$ cat src/hdl/dacreg_pkg.sv
// constants and carrier types for the dual-channel converter control registers
package dacreg_pkg;

  localparam int unsigned AW = 8;
  localparam int unsigned DW = 16;
  localparam int unsigned CW = 12;

  // register offsets
  localparam logic [AW-1:0] ADDR_CH1_CODE = 8'h19;
  localparam logic [AW-1:0] ADDR_CH0_CODE = 8'h1C;
  localparam logic [AW-1:0] ADDR_CFG      = 8'h1F;
  localparam logic [AW-1:0] ADDR_TRIG     = 8'h20;

  // reset values
  localparam logic [DW-1:0] CODE_RESET = 16'h0000;
  localparam logic [DW-1:0] CFG_RESET  = 16'h0FFF;
  localparam logic [DW-1:0] TRIG_RESET = 16'h0000;

  // code register layout
  localparam int unsigned CODE_LSB = 4;
  localparam int unsigned CODE_MSB = 15;
  localparam logic [CW-1:0] CUR_MODE_MASK = 12'hFF0;
  localparam logic [CW-1:0] CODE_ZERO     = 12'h000;
  localparam logic [CW-1:0] CODE_MID      = 12'h800;

  // configuration layout
  localparam int unsigned CFG_WIN_LATCH = 15;
  localparam int unsigned CFG_LOCK      = 14;
  localparam int unsigned CFG_ROW_SEL   = 13;
  localparam int unsigned CFG_INT_REF   = 12;
  localparam int unsigned CFG_VPDN0_LSB = 10;
  localparam int unsigned CFG_IPDN0     = 9;
  localparam int unsigned CFG_VPDN1_LSB = 1;
  localparam int unsigned CFG_IPDN1     = 0;
  localparam logic [DW-1:0] CFG_RSVD_MASK = 16'h01F8;
  localparam logic [AW-1:0] ROW_ADDR0     = 8'h00;
  localparam logic [AW-1:0] ROW_ADDR1     = 8'h01;

  // trigger layout
  localparam int unsigned TRIG_KEY_LSB   = 12;
  localparam int unsigned TRIG_POR_LSB   = 8;
  localparam int unsigned TRIG_LOAD      = 7;
  localparam int unsigned TRIG_CLEAR     = 6;
  localparam int unsigned TRIG_DUMP      = 4;
  localparam int unsigned TRIG_PROTECT   = 3;
  localparam int unsigned TRIG_ROW_READ  = 2;
  localparam int unsigned TRIG_PROGRAM   = 1;
  localparam int unsigned TRIG_RESTORE   = 0;
  localparam logic [3:0]  UNLOCK_KEY     = 4'h5;
  localparam logic [3:0]  POR_KEY        = 4'hA;

  typedef struct packed {
    logic          wr;
    logic          rd;
    logic [AW-1:0] addr;
    logic [DW-1:0] wdata;
  } dacreg_req_t;

  typedef struct packed {
    logic soft_por;
    logic sync_load;
    logic output_clear;
    logic fault_dump;
    logic protect;
    logic row_read;
    logic mem_program;
    logic mem_restore;
  } dacreg_act_t;

endpackage

$ cat src/hdl/dacreg_chan_out.sv
// per-channel output code stage with sync load and clear
module dacreg_chan_out
  import dacreg_pkg::*;
(
  input  wire logic          clk_in,         // system clock
  input  wire logic          rst_n_in,       // synchronised reset, active low
  input  wire logic          soft_rst_in,    // software power-on reset pulse
  input  wire logic [CW-1:0] code_in,        // stored channel code
  input  wire logic          current_mode_in, // channel in current-output mode
  input  wire logic          sync_en_in,     // output waits for sync load
  input  wire logic          load_in,        // sync load pulse
  input  wire logic          clear_in,       // output clear pulse
  input  wire logic          clear_mid_in,   // clear to mid-code
  output logic [CW-1:0]      code_out        // code presented to the converter
);

  logic [CW-1:0] eff_code;

  // RULE2: current mode
  assign eff_code = current_mode_in ? (code_in & CUR_MODE_MASK) : code_in;

  always_ff @(posedge clk_in or negedge rst_n_in) begin
    if (!rst_n_in) begin
      code_out <= CODE_ZERO;
    end else if (soft_rst_in) begin
      code_out <= CODE_ZERO;
    // RULE11: clear output
    end else if (clear_in) begin
      code_out <= clear_mid_in ? CODE_MID : CODE_ZERO;
    // RULE10: sync load
    end else if (!sync_en_in || load_in) begin
      code_out <= eff_code;
    end
  end

endmodule

$ cat src/hdl/dacreg_top.sv
// control register bank of the dual-channel converter
//
// Contract
// RULE1: code register holds 12-bit straight binary in bits 15-4, low bits ignored.
// RULE2: current mode uses only upper eight code bits.
// RULE3: config bit 15 selects latching window-comparator output.
// RULE4: config bit 14 locks all registers against writes; the trigger key bits 15-12 are still stored while locked.
// RULE5: unlock needs key 0101 in trigger 15-12, then lock bit written zero.
// RULE6: config bit 13 selects fault-dump row 0x00 or 0x01.
// RULE7: host enables internal reference before dependent gain settings.
// RULE8: voltage power-down 2-bit, current power-down 1-bit, both reset powered down.
// RULE9: pattern 1010 in trigger 11-8 issues a full software reset.
// RULE10: trigger bit 7 loads outputs of sync-enabled channels.
// RULE11: trigger bit 6 clears codes and outputs to zero or mid.
// RULE12: trigger bit 4 starts fault dump, self-clearing.
// RULE13: trigger bit 3 starts protect function, self-clearing.
// RULE14: trigger bit 2 reads one memory row, self-clearing.
// RULE15: trigger bit 1 programs memory from registers, self-clearing.
// RULE16: trigger bit 0 restores registers from memory, self-clearing.
// RULE17: action bits read zero; writing zero does nothing.
module dacreg_top
  import dacreg_pkg::*;
(
  input  wire logic         clk_in,                          // 10 MHz clock
  input  wire logic         rst_n_in,                        // async reset, active low
  input  wire dacreg_req_t  req_in,                          // register access request
  input  wire logic [1:0]   current_output_mode_in,          // per channel current mode
  input  wire logic [1:0]   sync_update_en_in,               // per channel sync load enable
  input  wire logic [1:0]   clear_level_select_in,           // per channel clear to mid
  output logic [DW-1:0]     rdata_out,                       // read data
  output logic              rvalid_out,                      // read data valid
  output dacreg_act_t       action_out,                      // action pulses
  output logic              window_compare_latch_enable_out, // latching comparator
  output logic              register_lock_out,               // registers locked
  output logic [AW-1:0]     dump_row_addr_out,               // fault-dump row address
  output logic              int_ref_enable_out,              // internal reference on
  output logic [3:0]        voltage_power_down_mode_out,     // ch0 [3:2], ch1 [1:0]
  output logic [1:0]        current_power_down_out,          // per channel current pdn
  output logic [1:0][CW-1:0] chan_code_out                   // per channel output code
);

  logic [1:0]          rst_q;
  logic                rst_n;
  logic [DW-1:0]       cfg_q;
  logic [1:0][CW-1:0]  code_q;
  logic [3:0]          key_q;
  logic                armed_q;
  dacreg_act_t         act_q;
  dacreg_act_t         act_d;
  logic                locked;
  logic                wr_cfg;
  logic                wr_trig;
  logic [1:0]          wr_code;
  logic [DW-1:0]       rd_mux;

  // reset release
  always_ff @(posedge clk_in or negedge rst_n_in) begin
    if (!rst_n_in) begin
      rst_q <= 2'b00;
    end else begin
      rst_q <= {rst_q[0], 1'b1};
    end
  end
  assign rst_n = rst_q[1];

  assign locked    = cfg_q[CFG_LOCK];
  assign wr_cfg    = req_in.wr && (req_in.addr == ADDR_CFG);
  assign wr_trig   = req_in.wr && (req_in.addr == ADDR_TRIG);
  assign wr_code[0] = req_in.wr && (req_in.addr == ADDR_CH0_CODE);
  assign wr_code[1] = req_in.wr && (req_in.addr == ADDR_CH1_CODE);

  // unlock key arming
  always_ff @(posedge clk_in or negedge rst_n) begin
    if (!rst_n) begin
      armed_q <= 1'b0;
      key_q   <= TRIG_RESET[15:12];
    end else if (act_q.soft_por) begin
      armed_q <= 1'b0;
      key_q   <= TRIG_RESET[15:12];
    end else if (wr_trig) begin
      key_q <= req_in.wdata[15:12];
      // RULE5: key arms unlock
      if (req_in.wdata[15:12] == UNLOCK_KEY) begin
        armed_q <= 1'b1;
      end
    end else if (wr_cfg) begin
      armed_q <= 1'b0;
    end
  end

  // configuration register
  always_ff @(posedge clk_in or negedge rst_n) begin
    if (!rst_n) begin
      cfg_q <= CFG_RESET;
    // RULE9: full reset
    end else if (act_q.soft_por) begin
      cfg_q <= CFG_RESET;
    end else if (wr_cfg) begin
      // RULE4: locked blocks writes
      if (!locked) begin
        cfg_q <= (req_in.wdata & ~CFG_RSVD_MASK) | (CFG_RESET & CFG_RSVD_MASK);
      // RULE5: lock cleared after key
      end else if (armed_q && !req_in.wdata[CFG_LOCK]) begin
        cfg_q[CFG_LOCK] <= 1'b0;
      end
    end
  end

  // channel code registers
  generate
    for (genvar ch = 0; ch < 2; ch++) begin : g_code
      always_ff @(posedge clk_in or negedge rst_n) begin
        if (!rst_n) begin
          code_q[ch] <= CODE_RESET[CODE_MSB:CODE_LSB];
        end else if (act_q.soft_por) begin
          code_q[ch] <= CODE_RESET[CODE_MSB:CODE_LSB];
        // RULE11: clear registers
        end else if (act_q.output_clear) begin
          code_q[ch] <= clear_level_select_in[ch] ? CODE_MID : CODE_ZERO;
        // RULE1: code in bits 15-4
        end else if (wr_code[ch] && !locked) begin
          code_q[ch] <= req_in.wdata[CODE_MSB:CODE_LSB];
        end
      end

      dacreg_chan_out u_chan (
        .clk_in          (clk_in),
        .rst_n_in        (rst_n),
        .soft_rst_in     (act_q.soft_por),
        .code_in         (code_q[ch]),
        .current_mode_in (current_output_mode_in[ch]),
        .sync_en_in      (sync_update_en_in[ch]),
        .load_in         (act_q.sync_load),
        .clear_in        (act_q.output_clear),
        .clear_mid_in    (clear_level_select_in[ch]),
        .code_out        (chan_code_out[ch])
      );
    end
  endgenerate

  // RULE17: trigger writes
  always_comb begin
    act_d = '0;
    if (wr_trig && !locked && !act_q.soft_por) begin
      // RULE9: reset key
      act_d.soft_por     = (req_in.wdata[11:8] == POR_KEY);
      // RULE10: sync load
      act_d.sync_load    = req_in.wdata[TRIG_LOAD];
      // RULE11: clear
      act_d.output_clear = req_in.wdata[TRIG_CLEAR];
      // RULE12: fault dump
      act_d.fault_dump   = req_in.wdata[TRIG_DUMP];
      // RULE13: protect
      act_d.protect      = req_in.wdata[TRIG_PROTECT];
      // RULE14: row read
      act_d.row_read     = req_in.wdata[TRIG_ROW_READ];
      // RULE15: program
      act_d.mem_program  = req_in.wdata[TRIG_PROGRAM];
      // RULE16: restore
      act_d.mem_restore  = req_in.wdata[TRIG_RESTORE];
    end
  end

  // action pulses last one cycle
  always_ff @(posedge clk_in or negedge rst_n) begin
    if (!rst_n) begin
      act_q <= '0;
    end else begin
      act_q <= act_d;
    end
  end
  assign action_out = act_q;

  // read mux
  always_comb begin
    rd_mux = '0;
    case (req_in.addr)
      ADDR_CH0_CODE: rd_mux = {code_q[0], 4'h0};
      ADDR_CH1_CODE: rd_mux = {code_q[1], 4'h0};
      ADDR_CFG:      rd_mux = cfg_q;
      // RULE17: action bits read zero
      ADDR_TRIG:     rd_mux = {key_q, 12'h000};
      default:       rd_mux = '0;
    endcase
  end

  always_ff @(posedge clk_in or negedge rst_n) begin
    if (!rst_n) begin
      rdata_out  <= '0;
      rvalid_out <= 1'b0;
    end else begin
      rvalid_out <= req_in.rd;
      if (req_in.rd) begin
        rdata_out <= rd_mux;
      end
    end
  end

  // configuration fields to the analog side
  // RULE3: latch select
  assign window_compare_latch_enable_out = cfg_q[CFG_WIN_LATCH];
  assign register_lock_out               = cfg_q[CFG_LOCK];
  // RULE6: dump row select
  assign dump_row_addr_out = cfg_q[CFG_ROW_SEL] ? ROW_ADDR1 : ROW_ADDR0;
  assign int_ref_enable_out = cfg_q[CFG_INT_REF];
  // RULE8: power-down fields
  assign voltage_power_down_mode_out = {cfg_q[CFG_VPDN0_LSB+1:CFG_VPDN0_LSB],
                                        cfg_q[CFG_VPDN1_LSB+1:CFG_VPDN1_LSB]};
  assign current_power_down_out      = {cfg_q[CFG_IPDN0], cfg_q[CFG_IPDN1]};
endmodule

$ cat config.mk
export PLATFORM = sky130hd
export DESIGN_NAME = dacreg_top
export DESIGN_NICKNAME = d
export VERILOG_FILES = /design/src/hdl/dacreg_pkg.sv /design/src/hdl/dacreg_chan_out.sv /design/src/hdl/dacreg_top.sv
export SDC_FILE = /design/constraint.sdc
export NUM_CORES = 1
export LEC_CHECK = 0
export BUFFER_PORTS_ARGS = -buffer_cell sky130_fd_sc_hd__clkbuf_2
export CAP_MARGIN = 40
export CORE_AREA = 4 4 97 99
export CTS_CLUSTER_SIZE = 20
export DETAILED_ROUTE_END_ITERATION = 10
export DIE_AREA = 0 0 101 103
export GPL_TIMING_DRIVEN = 0
export PLACE_DENSITY = 0.84
export REMOVE_ABC_BUFFERS = 1
export SYNTH_ARGS = -nofsm -noshare
export SYNTH_HDL_FRONTEND = slang
export SYNTH_HIERARCHICAL = 1
export SYNTH_SLANG_ARGS = --single-unit
$ cat constraint.sdc
create_clock -name clk_in -period 2.6 [get_ports clk_in]
set_input_delay 0.52 -clock clk_in [delete_from_list [all_inputs] [get_ports clk_in]]
set_output_delay 0.52 -clock clk_in [all_outputs]
set_load 0.02 [all_outputs]
---- Yosys cells after proc, flatten, opt, wreduce, memory -nomap -nowiden ----
Index checks and enable logic that the tools add are counted.
storage, ports and cells
  register bits ........................... 96
  output and inout port bits .............. 66
  bits of input ports ..................... 34
operators by class
  equal/unequal tests ..................... 8
  reduce and logical (&&, ||, !) cells .... 25
  multiplexer cells ....................... 31
operators by type and width
  operator            count
  $mux 12             14
  $pmux 16 s4         1
  $mux 16             2
  $eq 8x5->1 const B  3
  $mux 4              4
  $reduce_bool 3->1   5
  $mux 14             1
  $logic_and 1x1->1   9
  $eq 8x6->1 const B  1
  $mux 1              8
  $mux 8              1
  $logic_not 1->1     5
  $eq 4x3->1 const B  1
  $eq 4x4->1 const B  1
  $reduce_and 2->1    2
  $reduce_bool 2->1   2
  $ne 3x2->1 const B  1
  $logic_or 1x1->1    2
  $ne 2x1->1 const B  1

---- Depth between registers and ports, before layout ----
Gate-level depths: netlist of run 1.
  depth after elaboration ................. 6
  mapped depth ............................ 6
  depth with buffers taken out ............ 4

---- By module ----
The synthesis of run 1 kept the hierarchy.
by module, submodules not included
  module           area each (sq um)  instances  cells each  sequential area each (sq um)
  dacreg_top       2,990.4            1          255         1,659.1
  dacreg_chan_out  519.2              2          55          300.3

---- Worst setup path before layout of run 1 ----
OpenSTA, ideal clock, no wires.
  path kind ............................... input port to flip-flop
  start point ............................. in req_in[17] (netlist bit)
  end point ............................... reg key_q[0]
  library setup time ...................... 0.132 ns
  data arrival time ....................... 1.837 ns
  slack ................................... 0.632 ns
  stages .................................. 6
  cell sequence ........................... buf_6 or4_4 or3_1 buf_2 mux2i_1 nor2_1
between the ends
  cells in the longest elaborated chain, start to end .. 3
ends and longest elaborated chain
  what                         RTL line          source
  from (decl)                  dacreg_top.sv:26  input wire dacreg_req_t req_in,
  $eq 8x6->1                   dacreg_top.sv:68  assign wr_trig = req_in.wr && (req_in.addr == ADDR_TRIG);
  $logic_and 1x1->1            dacreg_top.sv:68
  $reduce_bool 2->1 (no line)  n/a
  to (signal assigned)         dacreg_top.sv:76  key_q <= TRIG_RESET[15:12];
  to (signal assigned)         dacreg_top.sv:79  key_q <= TRIG_RESET[15:12];
  to (signal assigned)         dacreg_top.sv:81  key_q <= req_in.wdata[15:12];
  to (decl)                    dacreg_top.sv:46  logic [3:0] key_q;
Every way passes these cells.
A chain may end at the register's enable or synchronous reset.

---- Worst setup path after layout of run 1 ----
  start point ............................. in req_in[17] (netlist bit)
  end point ............................... reg code_q[23] (netlist bit)
between the ends
  cells in the longest elaborated chain, start to end .. 4
ends and longest elaborated chain
  what                             RTL line           source
  $eq 8x5->1                       dacreg_top.sv:70   assign wr_code[1] = req_in.wr && (req_in.addr == ADDR_CH1_CODE);
  $logic_and 1x1->1                dacreg_top.sv:70
  $logic_and 1x1->1                dacreg_top.sv:121  end else if (wr_code[ch] && !locked) begin
  $reduce_bool 3->1 (no line)      n/a
  to (signal, indexed assignment)  dacreg_top.sv:116  code_q[ch] <= CODE_RESET[CODE_MSB:CODE_LSB];
  to (signal, indexed assignment)  dacreg_top.sv:119  code_q[ch] <= clear_level_select_in[ch] ? CODE_MID : CODE_ZERO;
  to (signal, indexed assignment)  dacreg_top.sv:122  code_q[ch] <= req_in.wdata[CODE_MSB:CODE_LSB];
  to (decl)                        dacreg_top.sv:45   logic [1:0][CW-1:0] code_q;
Every way passes these cells.

==> flow_metrics.tcl, run 1 <==
set metrics [dict create \
    cts_sinks 90 \
    nets 485 \
    worst_pin_slew_ns 0.793 \
    grt_overflow 0 \
    leakagePower_nw 2.38 \
    switching_share_pct 27.5 \
    netlist_instances 365 \
    viasPerCell 5.70 \
    dpl.hpwl_um 7430 \
    final_cell_mix "clkbuf_2, dfrtp_1, nand2_1, a21oi_1, nor2_1" \
    fillers 720 \
    final_common_cell "clkbuf_2" \
    grtUsageTotal_pct 20.2 \
    drtPass1Iterations 4 \
    stdcell_area_um2 4750 \
    cts-htree-levels 3 \
    worst-setup-path-type "in2reg" \
    max_slew_margin_pct 47.0 \
    first_global_vias 3145 \
    power_mw 2.79 \
    clk_pin_slew_ns 0.10 \
    synthFlopType "dfrtp_1" \
    antenna_found_initial 0 \
    tns_ns 0 \
    worstPathRequired_ns 2.83 \
    p_clk_share_pct 35.8 \
    hold_slack_ns 0.326 \
    die_h_um 103 \
    num_rows 34 \
    yosysUniqueCellTypes 51 \
    start_kind "input port" \
    clock_latency_ns 0.36 \
    port_buffers 92 \
    hold_buffers 1 \
    clock_path_buffers 2 \
    drive_gt1_share_pct 28.7 \
    areaGrowthSynthToFinish_pct 18.0 \
    pwr-share-seq_pct 54.3 \
    status "finished, final reports clean" \
    grt_max_degree 48 \
    place_ws_ns -0.0570 \
    drt.antenna.violating_nets 0 \
    synth_area_um2 4030 \
    core_area_um2 8550 \
    vdd.ir_drop.worst_uv 263 \
    numCtsBuffers 9 \
    dp_cells 547 \
    post_dp_cell_area_um2 4530 \
    hold_viol_final 0 \
    switching_power_mw 0.767 \
    wl_per_cell_um 18.0 \
    n_antenna_cell 0 \
    end_kind "flop" \
    finalMaxSlewViolations 0 \
    avgSynthCellArea_um2 11.0 \
    cts_resized 0 \
    cap_violations 0 \
    async_reset_ff_share_pct 100 \
    fin_ws_ns 0.267 \
    p_per_area_nw_per_um2 587 \
    initialDrtViolationCount 178 \
    start_util_pct 47.1 \
    die_x_um 101 \
    pwr-share-comb_pct 9.9 \
    setup-violations-final 0 \
    cts-root-buf "clkbuf_8" \
    final_util_pct 55.6 \
    pin_count 100 \
    yosysWarnings 6 \
    timing.fmax_mhz 429 \
    route.detailed.drc 0 \
    final.period_utilization_pct 89.7 \
    layout_min_cycle_time_ns 2.33 \
    drt-total-wl_um 10200 \
    cts_tree "yes" \
    vias 3213 \
    dieArea_um2 10400 \
    yosysSeqAreaShare_pct 56.1 \
    synth_edf_count 0 \
    skew_ns 0.0128 \
    internal_power_mw 2.02 \
    gp_congestion 0.853 \
    grt_setup_unrepaired "false" \
    ys_seq_elements 90 \
    arrival_ns 2.56 \
    cts_setup_buffers 0 \
    worstPathMaxFanout 19 \
    stdcell_count 564 \
    grt_first_pass_wirelength_um 16200 \
    min_path_type "reg2async" \
]
[flip-flops by register name (all words and copies together), names as in the netlist]
name / count
code_q: 24
rdata_out: 16
cfg_q: 10
action_out: 8
rvalid_out: 1
armed_q: 1
rst_q: 2
key_q: 4
g_code.u_chan/code_out: 24
[kinds of logic (layout without fill, tap and decap cells)]
kind of cell           Yosys count  count (layout)  share of synthesized area (%)
flip-flops                      90              90                           56.1
multiplexers                    17              17                           4.22
other                            2               8                          0.186
buffers and inverters           33             118                           4.32
AO/OA/AOI/OAI                   96              96                           17.6
AND/OR/NAND/NOR                127             127                           17.5
[Yosys cell counts (2+ instances only)]
cell type / number / share of area [%]
dfrtp_1: 84 / 52
nand2_1: 44 / 4.1
a21oi_1: 27 / 3.4
nor2_1: 22 / 2.0
a22o_1: 18 / 3.9
mux2i_1: 17 / 4.2
and2_1: 10 / 1.6
buf_4: 9 / 1.7
a22oi_1: 8 / 1.5
clkbuf_1: 8 / 0.75
nand3b_1: 8 / 1.5
nor3_1: 8 / 0.99
buf_2: 7 / 0.87
inv_1: 7 / 0.65
a32oi_1: 6 / 1.3
dfstp_2: 6 / 3.9
o22a_1: 6 / 1.3
o2bb2ai_1: 6 / 1.3
nand3_1: 5 / 0.62
o21a_1: 5 / 0.93
a21o_1: 4 / 0.75
a31oi_1: 4 / 0.62
or2_2: 4 / 0.62
a211oi_1: 3 / 0.56
nand2b_1: 3 / 0.47
a2111oi_2: 2 / 0.75
and2b_1: 2 / 0.37
conb_1: 2 / 0.19
nor2b_1: 2 / 0.31
nor3b_1: 2 / 0.37
nor4bb_1: 2 / 0.50
o21bai_1: 2 / 0.37
o32ai_1: 2 / 0.43
or3_1: 2 / 0.31
or3b_2: 2 / 0.43
[worst paths after layout]
path	from	to	slack, ns	cells after the start
worst min-delay path	rst_q[1]$_DFF_PN0_	action_out[5]$_DFF_PN0_	0.33	0
worst min register to register	rst_q[1]$_DFF_PN0_	action_out[5]$_DFF_PN0_	0.33	0
max in group asynchronous	rst_q[1]$_DFF_PN0_	cfg_q[9]$_DFFE_PN1P_	1.60	1
min in group clk_in	rst_q[0]$_DFF_PN0_	rst_q[1]$_DFF_PN0_	0.36	0
worst max register to register	action_out[7]$_DFF_PN0_	code_q[8]$_DFFE_PN0P_	0.41	3
worst max-delay path	req_in[17]	code_q[23]$_DFFE_PN0P_	0.27	5
[layer usage]
layer	global-route usage (%)	routed length (um)
met1	25.9	4060
met2	34.0	5180
met3	4.80	756
met4	6.34	159
met5	0	0
[critical path, cell delays in order]
cell and delay, ns:
clkbuf_2 0.25, nor3b_1 0.39, nand3_1 0.63, nor3b_1 0.37, a2111oi_0 0.40
[layout make-up]
class / instances / area (um^2) / share of cell area (%)
tap: 108 / 135 / 2.84
clock buffer: 9 / 124 / 2.61
clock inverter: 7 / 83.8 / 1.76
timing repair buffer: 94 / 498 / 10.5
inverter: 8 / 30.0 / 0.632
multi-input combinational: 248 / 1620 / 34.0
sequential: 90 / 2260 / 47.6
[power groups by stage]
stage | combinational [mW] | sequential (mW) | clock [mW]
after floorplan | 0.111 | 1.58 | 0
after global placement | 0.247 | 1.55 | 0
after detailed placement | 0.273 | 1.54 | 0
after CTS | 0.278 | 1.52 | 1.01
after global routing | 0.302 | 1.53 | 1.08
final | 0.276 | 1.52 | 0.998
(Power assumes the default switching activity.)
==> run 2: changes to the inputs <==
--- a/config.mk
+++ b/config.mk
@@ -5,12 +5,13 @@
 export SDC_FILE = /design/constraint.sdc
 export NUM_CORES = 1
 export LEC_CHECK = 0
+export ABC_AREA = 1
 export BUFFER_PORTS_ARGS = -buffer_cell sky130_fd_sc_hd__clkbuf_2
 export CAP_MARGIN = 40
-export CORE_AREA = 4 4 97 99
+export CORE_AREA = 4 4 99 101
 export CTS_CLUSTER_SIZE = 20
 export DETAILED_ROUTE_END_ITERATION = 10
-export DIE_AREA = 0 0 101 103
+export DIE_AREA = 0 0 103 105
 export GPL_TIMING_DRIVEN = 0
 export PLACE_DENSITY = 0.84
 export REMOVE_ABC_BUFFERS = 1
==> flow_metrics.tcl, run 2 <==
set metrics [dict create \
    switching_power_mw 0.713 \
    pwr-share-comb_pct 9.2 \
    slowest_stage "nor2_1" \
    clk_pin_slew_ns 0.09 \
    yosysMostFrequentCell "nand2_1" \
    fillers 815 \
    worstPathMaxFanout 11 \
    path_cells "clkbuf_2 -> nand2_1 -> nor2_1 -> nand3_1 -> nand2_1 -> inv_1 -> nand2_1 -> o31ai_1" \
    wl_per_cell_um 14.8 \
    ys_seq_elements 90 \
    rrSetupSlack_ns 0.62 \
    start_kind "input port" \
    numCtsBuffers 9 \
    leakagePower_nw 2.88 \
    vias 3869 \
    final_util_pct 55.9 \
    min_path_type "reg2async" \
    dpl.hpwl_um 8150 \
    max_slew_margin_pct 43.4 \
    die_h_um 105 \
    drt.antenna.violating_nets 0 \
    viasPerCell 5.26 \
    critPathMostFrequentCell "nand2_1" \
    synth_edf_count 0 \
    start_util_pct 47.4 \
    yosysSeqAreaShare_pct 52.9 \
    drtPass1Iterations 5 \
    port_buffers 92 \
    netlist_instances 531 \
    areaGrowthSynthToFinish_pct 18.0 \
    gp_congestion 0.904 \
    synth_area_um2 4270 \
    cts_sinks 90 \
    cts-htree-levels 3 \
    cap_violations 0 \
    final.period_utilization_pct 79.7 \
    multi_input_area_um2 1680 \
    dieArea_um2 10800 \
    synth_top_area_share_pct 49.2 \
    cts-root-buf "clkbuf_8" \
    first_global_vias 3761 \
    cts_tree "yes" \
    yosysUniqueCellTypes 26 \
    antenna_found_initial 0 \
    top_regs "code_q: 24 flops, g_code.u_chan/code_out: 24 flops, rdata_out: 16 flops" \
    end_kind "flop" \
    pwr-share-seq_pct 52.4 \
    synthTopCellsByArea "dfrtp_1, nand2_1, nand3_1, dfstp_2, inv_1" \
    synth_top_area_cell "dfrtp_1" \
    grt_max_degree 50 \
    num_rows 35 \
    skew_ns 0.00745 \
    grt_setup_unrepaired "false" \
    drive_gt1_share_pct 22.6 \
    core_area_um2 9020 \
    grt_overflow 0 \
    status "finished, final reports clean" \
    r2r-end "code_q[2]$_DFFE_PN0P_" \
    nets 654 \
    grtUsageTotal_pct 21.0 \
    initialDrtViolationCount 240 \
    cts_setup_buffers 0 \
    final_cell_mix "nand2_1, clkbuf_2, dfrtp_1, nand3_1, inv_1" \
    route.detailed.drc 0 \
    yosysWarnings 6 \
    slowest_delay_ns 0.66 \
    hold_viol_final 0 \
    arrival_ns 2.32 \
    drt-total-wl_um 10900 \
    reg2reg_depth 7 \
    worstPathRequired_ns 2.85 \
    die_x_um 103 \
    worst-setup-path-type "in2reg" \
    internal_power_mw 2.19 \
    layout_min_cycle_time_ns 2.07 \
    final_common_cell "nand2_1" \
    clock_path_buffers 2 \
    finalMaxSlewViolations 0 \
    pin_count 100 \
    p_clk_share_pct 38.4 \
    regArea_um2 2260 \
    yosys-top-cells-count "nand2_1, dfrtp_1, nand3_1" \
    p_per_area_nw_per_um2 575 \
    cts_resized 0 \
    setup-violations-final 0 \
    power_mw 2.90 \
    vdd.ir_drop.worst_uv 214 \
    async_reset_ff_share_pct 100 \
    reg2reg_from "action_out[7]$_DFF_PN0_" \
    synthFlopType "dfrtp_1" \
    grt_first_pass_wirelength_um 17900 \
    worst_pin_slew_ns 0.846 \
    timing.fmax_mhz 482 \
    clock_latency_ns 0.36 \
    n_antenna_cell 0 \
    switching_share_pct 24.6 \
    avgSynthCellArea_um2 8.04 \
]
[run 2: cell types whose count changed in the layout (fill, tap and decap cells not counted), sizes merged, moves of 13 or more]
cell and change:
nand2 +166, a21oi -13, nand3 +63, nor2 +21, o21ai +16, mux2i -17, inv +33, a22o -18
[run 2: layout make-up]
type	instances	area share, %
Clock buffer	11	2.61
Clock inverter	5	2.04
Inverter	44	3.30
Multi-Input combinational cell	377	33.3
Sequential cell	90	44.9
Tap cell	111	2.76
Timing Repair Buffer	98	11.1
[run 2: how the worst max path moves through the flow]
| stage | startpoint | endpoint | slack [ns] | cells past startpoint |
|---|---|---|---|---|
| 6_report | req_in[19] | cfg_q[13]$_DFFE_PN0P_ | 0.53 | 8 |
| 5_1_grt | req_in[19] | cfg_q[13]$_DFFE_PN0P_ | 0.37 | 8 |
| 4_1_cts | req_in[19] | cfg_q[13]$_DFFE_PN0P_ | 0.58 | 8 |
| 3_5_place_dp | req_in[22] | code_q[11]$_DFFE_PN0P_ | 0.23 | 9 |
| 3_3_place_gp | rst_q[1]$_DFF_PN0_ | action_out[6]$_DFF_PN0_ | -0.96 | 0 |
| 2_1_floorplan | rst_q[1]$_DFF_PN0_ | action_out[0]$_DFF_PN0_ | -0.08 | 0 |
[run 2: cells by family (layout without fill, tap and decap cells)]
group	count (synthesis)	in the layout	synth area share [%]
compound gates	34	34	4.16
buf+inv	70	158	8.32
flops	90	90	52.9
simple gates	335	335	34.4
other cells	2	8	0.176
[run 2: power by group through the flow]
stage               clock [mW]  sequential, mW  combinational [mW]
CTS                       1.13            1.52               0.269
global placement             0            1.56               0.238
floorplan                    0            1.58               0.107
detailed placement           0            1.55               0.267
global route              1.20            1.53               0.297
finish                    1.11            1.52               0.267
[run 2: worst max-delay path: cells and delay by family]
| kind | cells | cell delay [ns] |
|---|---|---|
| AND/OR/NAND/NOR | 5 | 1.43 |
| AO/OA/AOI/OAI | 1 | 0.07 |
| buffers and inverters | 2 | 0.31 |
[run 2: through the flow]
| stage | instances | area [um^2] | hold WS [ns] | TNS [ns] | worst slack [ns] |
|---|---|---|---|---|---|
| global route | 736 | 5040 | 0.358 | 0 | 0.375 |
| global placement | 714 | 4700 | 0.306 | -82.33 | -0.959 |
| detailed placement | 719 | 4800 | 0.307 | 0 | 0.227 |
| finish | 736 | 5040 | 0.330 | 0 | 0.527 |
| CTS | 736 | 5040 | 0.342 | 0 | 0.585 |
| floorplan | 511 | 4110 | 0.224 | -6.72 | -0.0820 |
[run 2: per-layer routing]
| layer | wire, um | part of all wire [%] | track usage (%) |
|---|---|---|---|
| met3 | 662 | 6.1 | 3.60 |
| met4 | 318 | 2.9 | 7.31 |
| met2 | 5470 | 50 | 35.2 |
| met1 | 4440 | 41 | 27.0 |
| met5 | 0 | 0 | 0 |
[run 2: timing repair]
item,CTS,global route
hold endpoints to repair,2,0
setup endpoints to repair,0,0
hold buffers,1,0
==> run 3: changes to the inputs <==
==> constraint.sdc (replaced) <==
create_clock -name clk_in -period 1.7 [get_ports clk_in]
set_input_delay 0.34 -clock clk_in [delete_from_list [all_inputs] [get_ports clk_in]]
set_output_delay 0.34 -clock clk_in [all_outputs]
set_load 0.02 [all_outputs]
==> flow_metrics.tcl, run 3 (same netlist as run 2, synthesis figures left out) <==
set metrics [dict create \
    core_area_um2 9020 \
    timing.fmax_mhz 620 \
    grt_setup_unrepaired "false" \
    stdcell_count 737 \
    clock_path_buffers 2 \
    areaGrowthSynthToFinish_pct 18.6 \
    final.period_utilization_pct 94.9 \
    power_mw 4.45 \
    grtUsageTotal_pct 21.0 \
    post_dp_cell_area_um2 4800 \
    route.detailed.drc 0 \
    cap_violations 0 \
    vdd.ir_drop.worst_uv 330 \
    r2r-end "code_q[10]$_DFFE_PN0P_" \
    holdPathStages 3 \
    grt_first_pass_wirelength_um 17900 \
    final_common_cell "nand2_1" \
    worst-setup-path-type "reg2out" \
    clk_pin_slew_ns 0.09 \
    leakagePower_nw 2.88 \
    cts-root-buf "clkbuf_8" \
    grt_overflow 0 \
    num_rows 35 \
    first_global_vias 3794 \
    min_to "action_out[3]$_DFF_PN0_" \
    antenna_found_initial 0 \
    die_h_um 105 \
    layout_min_cycle_time_ns 1.61 \
    die_x_um 103 \
    skew_ns 0.00983 \
    stdcell_area_um2 5060 \
    min_from "req_in[3]" \
    worstPathRequired_ns 1.36 \
    start_util_pct 47.4 \
    drt-total-wl_um 11000 \
    clock_latency_ns 0.36 \
    top_regs "code_q: 24 flops, g_code.u_chan/code_out: 24 flops, rdata_out: 16 flops" \
    final_util_pct 56.1 \
    tns_ns 0 \
    rrSetupSlack_ns 0.14 \
    dpl.hpwl_um 8150 \
    dp_cells 719 \
    worstPathMaxFanout 22 \
    start_kind "flop" \
    final_cell_mix "nand2_1, clkbuf_2, dfrtp_1, nand3_1, inv_1" \
    gp_congestion 0.904 \
    n_antenna_cell 0 \
    drtPass1Iterations 5 \
    cts-htree-levels 3 \
    nets 655 \
    status "finished, final reports clean" \
    p_per_area_nw_per_um2 878 \
    finalMaxSlewViolations 0 \
    viasPerCell 5.21 \
    hold_viol_final 0 \
    dieArea_um2 10800 \
    max_slew_margin_pct 62.6 \
    drt.antenna.violating_nets 0 \
    cts_sinks 90 \
    pin_count 100 \
    arrival_ns 1.27 \
    worst_pin_slew_ns 0.561 \
    min_path_type "in2reg" \
    grt_max_degree 50 \
    setup-violations-final 0 \
    reg2reg_from "cfg_q[14]$_DFFE_PN0P_" \
    initialDrtViolationCount 306 \
    vias 3841 \
    wl_per_cell_um 14.9 \
    cts_tree "yes" \
    drive_gt1_share_pct 23.5 \
    numCtsBuffers 9 \
    reg2reg_depth 5 \
    end_kind "output pin" \
    port_buffers 92 \
]
[run 3: changes by cell type in the layout (fill, tap and decap cells not counted)]
cell,previous run,this run
nor2_4,6,7
nand2_1,206,205
dfrtp_2,0,1
nand2_2,1,2
inv_2,5,6
nor2_1,32,31
nand3_2,0,1
buf_4,1,2
inv_1,38,37
nand3_1,68,67
dfrtp_1,83,82
[run 3: through the flow]
stage	hold slack, ns	worst slack, ns
after detailed placement	0.127	-0.493
after global placement	0.126	-1.86
after floorplan	0.0444	-0.982
final	0.169	0.0865
after global routing	0.178	0.0273
after CTS	0.162	0.000230
[run 3: repair_timing]
item | 4_1_cts | 5_1_grt
pin swaps | 1 | 0
buffers inserted | 1 | 0
gates resized for setup | 4 | 2
hold buffers | 1 | 0
endpoints found under the setup margin | 26 | 6
hold endpoints to repair | 2 | 0
cloned | 0 | 0
[run 3: worst max path at each step]
stage	start	slack [ns]	end
detailed placement	req_in[22]	-0.49	code_q[11]$_DFFE_PN0P_
global placement	rst_q[1]$_DFF_PN0_	-1.86	action_out[6]$_DFF_PN0_
global route	action_out[7]$_DFF_PN0_	0.03	cfg_q[13]$_DFFE_PN0P_
finish	action_out[7]$_DFF_PN0_	0.09	action_out[7]
CTS	action_out[5]$_DFF_PN0_	0.0002	action_out[5]
floorplan	rst_q[1]$_DFF_PN0_	-0.98	action_out[0]$_DFF_PN0_
[run 3: per-layer routing]
| layer | track usage [%] | share of wire, % | routed length, um | vias to the layer above |
|---|---|---|---|---|
| li1 | - | - | - | 1848 |
| met1 | 26.8 | 40 | 4430 | 1831 |
| met2 | 35.2 | 50 | 5530 | 134 |
| met3 | 3.74 | 6.1 | 669 | 28 |
| met4 | 7.68 | 2.9 | 321 | 0 |
| met5 | 0 | 0 | 0 | - |
[run 3: report_power, final]
part	switching [mW]	internal [mW]
clock	0.738	0.976
sequential	0.0870	2.24
combinational	0.274	0.135
[run 3: worst max-delay path, cell delays in order (launching register included)]
cell and delay [ns]:
dfrtp_1 0.51, buf_16 0.21, clkbuf_2 0.19
[run 3: area by class of cell]
cell class | count | area, um^2
Clock buffer | 11 | 131
Clock inverter | 5 | 103
Fill cell | 814 | 3960
Inverter | 44 | 166
Multi-Input combinational cell | 377 | 1690
Sequential cell | 90 | 2260
Tap cell | 111 | 139
Timing Repair Buffer | 99 | 567
